### src/inc/attach_phy_pkg.sv
// Purpose: Constants for the Type-C attach and PHY enable block
// Assumes: Used with package-qualified names only
// Notes:   Port counts are the defaults of the top module
package attach_phy_pkg;

  localparam int          NUM_ATTACH_PORTS = 3;
  localparam int          NUM_MUX_PORTS    = 2;
  localparam int          SYNC_STAGES      = 2;
  localparam logic        RESET_PHY_EN     = 1'b0;
  localparam logic        RESET_SYNC_BIT   = 1'b0;
  localparam logic        MODE_PER_PORT    = 1'b0;
  localparam logic        MODE_ALTERNATIVE = 1'b1;
  localparam logic        ORIENT_B_RAW     = 1'b1;

endpackage

### src/rtl/typec_attach_phy_enable.sv
// Purpose: SuperSpeed PHY power and orientation select from Type-C attach pins
// Assumes: Pins are asynchronous levels; one core clock
// Notes:   Outputs change three clock edges after a pin settles
// Notes:   Straps are sampled continuously, not latched at reset
`timescale 1ns/10ps
module typec_attach_phy_enable #(
  parameter int NUM_ATTACH_PORTS = attach_phy_pkg::NUM_ATTACH_PORTS,
  parameter int NUM_MUX_PORTS    = attach_phy_pkg::NUM_MUX_PORTS
) (
  // Clock and reset
  input  wire logic                        clk_sys,
  input  wire logic                        reset,
  // Straps
  input  wire logic                        attach_polarity_sel,
  input  wire logic                        control_mode_sel,
  // Per-port mode pins
  input  wire logic [NUM_ATTACH_PORTS-1:0] attach_detect_in,
  input  wire logic [NUM_MUX_PORTS-1:0]    orientation_sel_in,
  // Alternative mode pins
  input  wire logic [NUM_MUX_PORTS-1:0]    alt_attach_orient_a_in,
  input  wire logic [NUM_MUX_PORTS-1:0]    alt_attach_orient_b_in,
  // PHY controls
  output logic      [NUM_ATTACH_PORTS-1:0] ss_phy_pwr_en,
  output logic      [NUM_MUX_PORTS-1:0]    phy_a_en,
  output logic      [NUM_MUX_PORTS-1:0]    phy_b_en
);

  ////////////////////////////////////////////////////////////////////////////
  // Parameter check

  localparam int SYNC_W = NUM_ATTACH_PORTS + 3 * NUM_MUX_PORTS + 2;

  if (NUM_MUX_PORTS < 1 || NUM_ATTACH_PORTS < NUM_MUX_PORTS)
  begin : g_bad_params
    $error("Mux ports must be between one and the attach port count");
  end

  if (attach_phy_pkg::SYNC_STAGES != 2)
  begin : g_bad_sync
    $error("Synchroniser is built with two stages");
  end

  ////////////////////////////////////////////////////////////////////////////
  // Active level of a pin under the polarity strap

  function automatic logic pin_active(input logic raw, input logic pol);
  begin
    pin_active = raw ^ pol;
  end
  endfunction

  ////////////////////////////////////////////////////////////////////////////
  // Source of an enable under the control-mode strap

  function automatic logic mode_pick(input logic alt, input logic alt_val, input logic pp_val);
  begin
    mode_pick = alt ? alt_val : pp_val;
  end
  endfunction

  ////////////////////////////////////////////////////////////////////////////
  // Synchroniser

  logic [SYNC_W-1:0] pins_sync;
  logic [SYNC_W-1:0] pins_raw;

  assign pins_raw = {attach_polarity_sel, control_mode_sel, attach_detect_in,
                     orientation_sel_in, alt_attach_orient_a_in, alt_attach_orient_b_in};

  for (genvar i = 0; i < SYNC_W; i++)
  begin : g_sync
    logic stage1_q;
    logic stage2_q;

    // First stage, read only by the second
    always_ff @(posedge clk_sys)
    begin
      if (reset)
      begin
        stage1_q <= attach_phy_pkg::RESET_SYNC_BIT;
      end
      else
      begin
        stage1_q <= pins_raw[i];
      end
    end

    // Second stage feeds the decode
    always_ff @(posedge clk_sys)
    begin
      if (reset)
      begin
        stage2_q <= attach_phy_pkg::RESET_SYNC_BIT;
      end
      else
      begin
        stage2_q <= stage1_q;
      end
    end

    assign pins_sync[i] = stage2_q;
  end

  logic                        pol_s;
  logic                        mode_s;
  logic [NUM_ATTACH_PORTS-1:0] attach_s;
  logic [NUM_MUX_PORTS-1:0]    orient_s;
  logic [NUM_MUX_PORTS-1:0]    alt_a_s;
  logic [NUM_MUX_PORTS-1:0]    alt_b_s;

  assign {pol_s, mode_s, attach_s, orient_s, alt_a_s, alt_b_s} = pins_sync;

  ////////////////////////////////////////////////////////////////////////////
  // Enable decode

  logic                        alt_mode;
  logic [NUM_ATTACH_PORTS-1:0] attach_act;
  logic [NUM_MUX_PORTS-1:0]    orient_act;
  logic [NUM_MUX_PORTS-1:0]    alt_a_act;
  logic [NUM_MUX_PORTS-1:0]    alt_b_act;
  logic [NUM_ATTACH_PORTS-1:0] pwr_d;
  logic [NUM_MUX_PORTS-1:0]    a_d;
  logic [NUM_MUX_PORTS-1:0]    b_d;

  assign alt_mode = (mode_s == attach_phy_pkg::MODE_ALTERNATIVE);

  ////////////////////////////////////////////////////////////////////////////
  // Polarity strap on every attach pin

  for (genvar p = 0; p < NUM_ATTACH_PORTS; p++)
  begin : g_attach_act
    assign attach_act[p] = pin_active(attach_s[p], pol_s);
  end

  ////////////////////////////////////////////////////////////////////////////
  // Polarity strap on orientation and alternative pins

  for (genvar m = 0; m < NUM_MUX_PORTS; m++)
  begin : g_mux_act
    assign orient_act[m] = pin_active(orient_s[m], pol_s);
    assign alt_a_act[m]  = pin_active(alt_a_s[m], pol_s);
    assign alt_b_act[m]  = pin_active(alt_b_s[m], pol_s);
  end

  for (genvar p = 0; p < NUM_ATTACH_PORTS; p++)
  begin : g_port
    if (p < NUM_MUX_PORTS)
    begin : g_mux
      logic orient_b;
      logic pp_a;
      logic pp_b;
      assign orient_b = (orient_act[p] == attach_phy_pkg::ORIENT_B_RAW);
      assign pp_a     = attach_act[p] & ~orient_b;
      assign pp_b     = attach_act[p] & orient_b;
      assign a_d[p]   = mode_pick(alt_mode, alt_a_act[p], pp_a);
      assign b_d[p]   = mode_pick(alt_mode, alt_b_act[p], pp_b);
      assign pwr_d[p] = a_d[p] | b_d[p];
    end
    else
    begin : g_plain
      assign pwr_d[p] = mode_pick(alt_mode, 1'b0, attach_act[p]);
    end
  end

  ////////////////////////////////////////////////////////////////////////////
  // Output registers

  // Port power
  always_ff @(posedge clk_sys)
  begin
    if (reset)
    begin
      ss_phy_pwr_en <= {NUM_ATTACH_PORTS{attach_phy_pkg::RESET_PHY_EN}};
    end
    else
    begin
      ss_phy_pwr_en <= pwr_d;
    end
  end

  // PHY A select
  always_ff @(posedge clk_sys)
  begin
    if (reset)
    begin
      phy_a_en <= {NUM_MUX_PORTS{attach_phy_pkg::RESET_PHY_EN}};
    end
    else
    begin
      phy_a_en <= a_d;
    end
  end

  // PHY B select
  always_ff @(posedge clk_sys)
  begin
    if (reset)
    begin
      phy_b_en <= {NUM_MUX_PORTS{attach_phy_pkg::RESET_PHY_EN}};
    end
    else
    begin
      phy_b_en <= b_d;
    end
  end

endmodule

### config.mk
export PLATFORM = sky130hd
export DESIGN_NAME = typec_attach_phy_enable
export DESIGN_NICKNAME = d
export VERILOG_FILES = /design/src/inc/attach_phy_pkg.sv /design/src/rtl/typec_attach_phy_enable.sv
export SDC_FILE = /design/constraint.sdc
export NUM_CORES = 1
export LEC_CHECK = 0
export BUFFER_PORTS_ARGS = -buffer_cell sky130_fd_sc_hd__buf_2
export CELL_PAD_IN_SITES_DETAIL_PLACEMENT = 0
export CELL_PAD_IN_SITES_GLOBAL_PLACEMENT = 1
export CORE_MARGIN = 2
export CORE_UTILIZATION = 36
export CTS_CLUSTER_DIAMETER = 150
export DETAILED_ROUTE_END_ITERATION = 8
export HOLD_SLACK_MARGIN = 0.02
export PLACE_DENSITY = 0.72
export SYNTH_ARGS = -nofsm -noshare
export SYNTH_HDL_FRONTEND = slang
export SYNTH_SLANG_ARGS = --single-unit
### constraint.sdc
create_clock -name clk_sys -period 2.05 [get_ports clk_sys]
set_input_delay 0.205 -clock clk_sys [delete_from_list [all_inputs] [get_ports clk_sys]]
set_output_delay 0.205 -clock clk_sys [all_outputs]
set_load 0.005 [all_outputs]
==> results.tsv <==
metric	value	unit
Final setup viols	0	
top_reg_cell synth	dfxtp_1	
largest net degree at the start of global routing	30	
Max Fclk	765.7	MHz
postcts setup bufs	0	
die height	54.89	um
DRC violation total after the first TritonRoute iteration	2	
Clock Tree Buf Depth	2	
crit path time final	1.306	ns
wire length per cell	9.275	um
area leader, netlist	dfxtp_1	
initial core utilization	37.97	%
TritonRoute pass-1 iters	2	
fin. max-slew vios	0	
Least-Margin Pin Slew	0.4800	ns
count leader, synth	dfxtp_1	
max_cap viols	0	
DRC viols	0	
Fin Hold WS	0.08644	ns
FP Rows	18	
Cell variety after synth	20	
TritonCTS clock tree	built	
DRT antenna net count	0	
post-CTS resize count	0	
Critical Path RT	2.31	ns
Relative slew margins	68.00	%
commonest cells in the netlist	29 x dfxtp_1, 24 x nor2b_1, 4 x nor2_1, 4 x nor3_1	
nature of the critical path startpoint	flip-flop	
hold buffers post-CTS	0	
number of synthesized flops with an enable pin	0	
area grow syn2layout	19.33	%
worst-path fanout max	17	
GRT overflow	0	
unrepaired setup endpoints after global routing	false	
RD Place Congestion	0.7875	
mean post-synth cell area	10.84	sq um
first-pass GRT wire length	2042	um
clock sinks	29	
die footprint	0.003012	sq mm
clk slew on worst S/H paths	0.09	ns
drt total wl	1280	um
htree depth	2	
DR vias/cell	4.326	
outcome	finished clean	
Clk Latency, worst-skew pair	0.32	ns
ys async rst share	0	%
total power	1.048	mW
setup TNS	0	ns
Syn Nets	99	
top cells by area, synth	dfxtp_1 62%, nor2b_1 16%, nor3b_1 2.4%	
Clock Tree Root	clkbuf_4	
diodes inserted	0	
port buffer count	19	
initial antenna violation count	0	
Crit. End Element	flip-flop	
critical path class	flip-flop to flip-flop	
synthesized flop and latch total	29	
cell area after synthesis	932.1	sq um
I/O pin total	20	
Fill cells	239	
vias in the first global route	487	
Synth top area share	62.28	%
final core occ	45.31	%
GRT Util Overall	10.73	%
Crit path arrival time	1.56	ns
worst min path class	primary input to flip-flop	
HPWL after detailed placement	828.1	um
Placement Setup Slack	0.7471	ns
Ys Warns	0	
Final Cycle Share	63.71	%
CTS buffer count	5	
maximum vdd drop	0.0003667	V
layout cells sized above 1	25.93	%
Gate Count Post-Synth	86	
final worst slack	0.7440	ns
vias post-DR	597	
core area	0.002455	sq mm
LEAKAGE	0.4754	nW
Die Wd	54.89	um
Fin. Hold Viols	0	
sequential share of the synthesized area	62.28	%
nets	120	
Clock Skew	0.004823	ns
Power Density	941.9	mW/mm^2
path summary, 6_finish.rpt:
| kind | to | slack [ns] | depth (start not counted) | from |
|---|---|---|---|---|
| max reg2reg | ss_phy_pwr_en[0]$_SDFF_PP0_ | 0.74 | 3 | alt_mode$_SDFF_PP0_ |
| max | ss_phy_pwr_en[0]$_SDFF_PP0_ | 0.74 | 3 | alt_mode$_SDFF_PP0_ |
| min reg2reg | g_sync[2].stage2_q$_SDFF_PP0_ | 0.44 | 1 | g_sync[2].stage1_q$_SDFF_PP0_ |
| min | g_sync[8].stage1_q$_SDFF_PP0_ | 0.09 | 2 | attach_detect_in[2] |
through the flow:
stage | cell area, sq um | cells
3_3_place_gp | 1042 | 130
6_report | 1112 | 138
3_5_place_dp | 1042 | 130
2_1_floorplan | 932.1 | 86
4_1_cts | 1112 | 138
5_1_grt | 1112 | 138
layer usage:
layer	up-vias	global-route usage, %	part of all wire, %
met3	5	7.377	7.0
met4	0	10.00	3.7
li1	324	-	-
met5	-	0	0
met1	251	11.78	49
met2	17	13.29	40
layout make-up:
class,instances,area (sq um),share of cell area (%)
sequential,29,580.6,52.19
clock inverter,1,5.005,0.4499
timing repair buffer,19,95.09,8.549
tap,30,37.54,3.375
clock buffer,7,65.06,5.849
multi-input combinational,50,321.6,28.91
inverter,2,7.507,0.6749
registers in the layout, summed over array words and instances (netlist names):
| name | flops |
|---|---|
| ss_phy_pwr_en | 3 |
| alt_mode | 1 |
| phy_a_en | 2 |
| g_sync.stage1_q | 11 |
| g_sync.stage2_q | 10 |
| phy_b_en | 2 |
worst max-delay path, cell delays in order, from the launching register on:
cell	delay (ns)
dfxtp_1	0.45
or3_1	0.39
a32o_1	0.28
a21oi_2	0.12
kinds of logic after synthesis:
kind of cell / share of synthesized area [%]
xor+xnor: 0.9398
compound gates: 8.323
flops: 62.28
buf+inv: 3.221
simple gates: 25.23
cells in the final DEF (no fill, tap or decap):
master    instances
a211oi_1          1
a21o_1            2
a21oi_1           2
a21oi_2           1
a221oi_1          1
a32o_1            1
buf_2            19
clkbuf_4          5
clkbuf_8          2
clkinv_2          1
dfxtp_1          29
inv_1             2
nand2b_1          1
nand3b_1          2
nor2_1            4
nor2b_1          24
nor3_1            4
nor3b_1           3
o32ai_1           2
or3_1             1
xnor2_1           1
power breakdown:
part | switching [mW] | internal, mW
clock | 0.187 | 0.198
combinational | 0.0256 | 0.0345
sequential | 0.0123 | 0.590
total | 0.224 | 0.823
No activity file was read; power rests on OpenSTA's default activity.
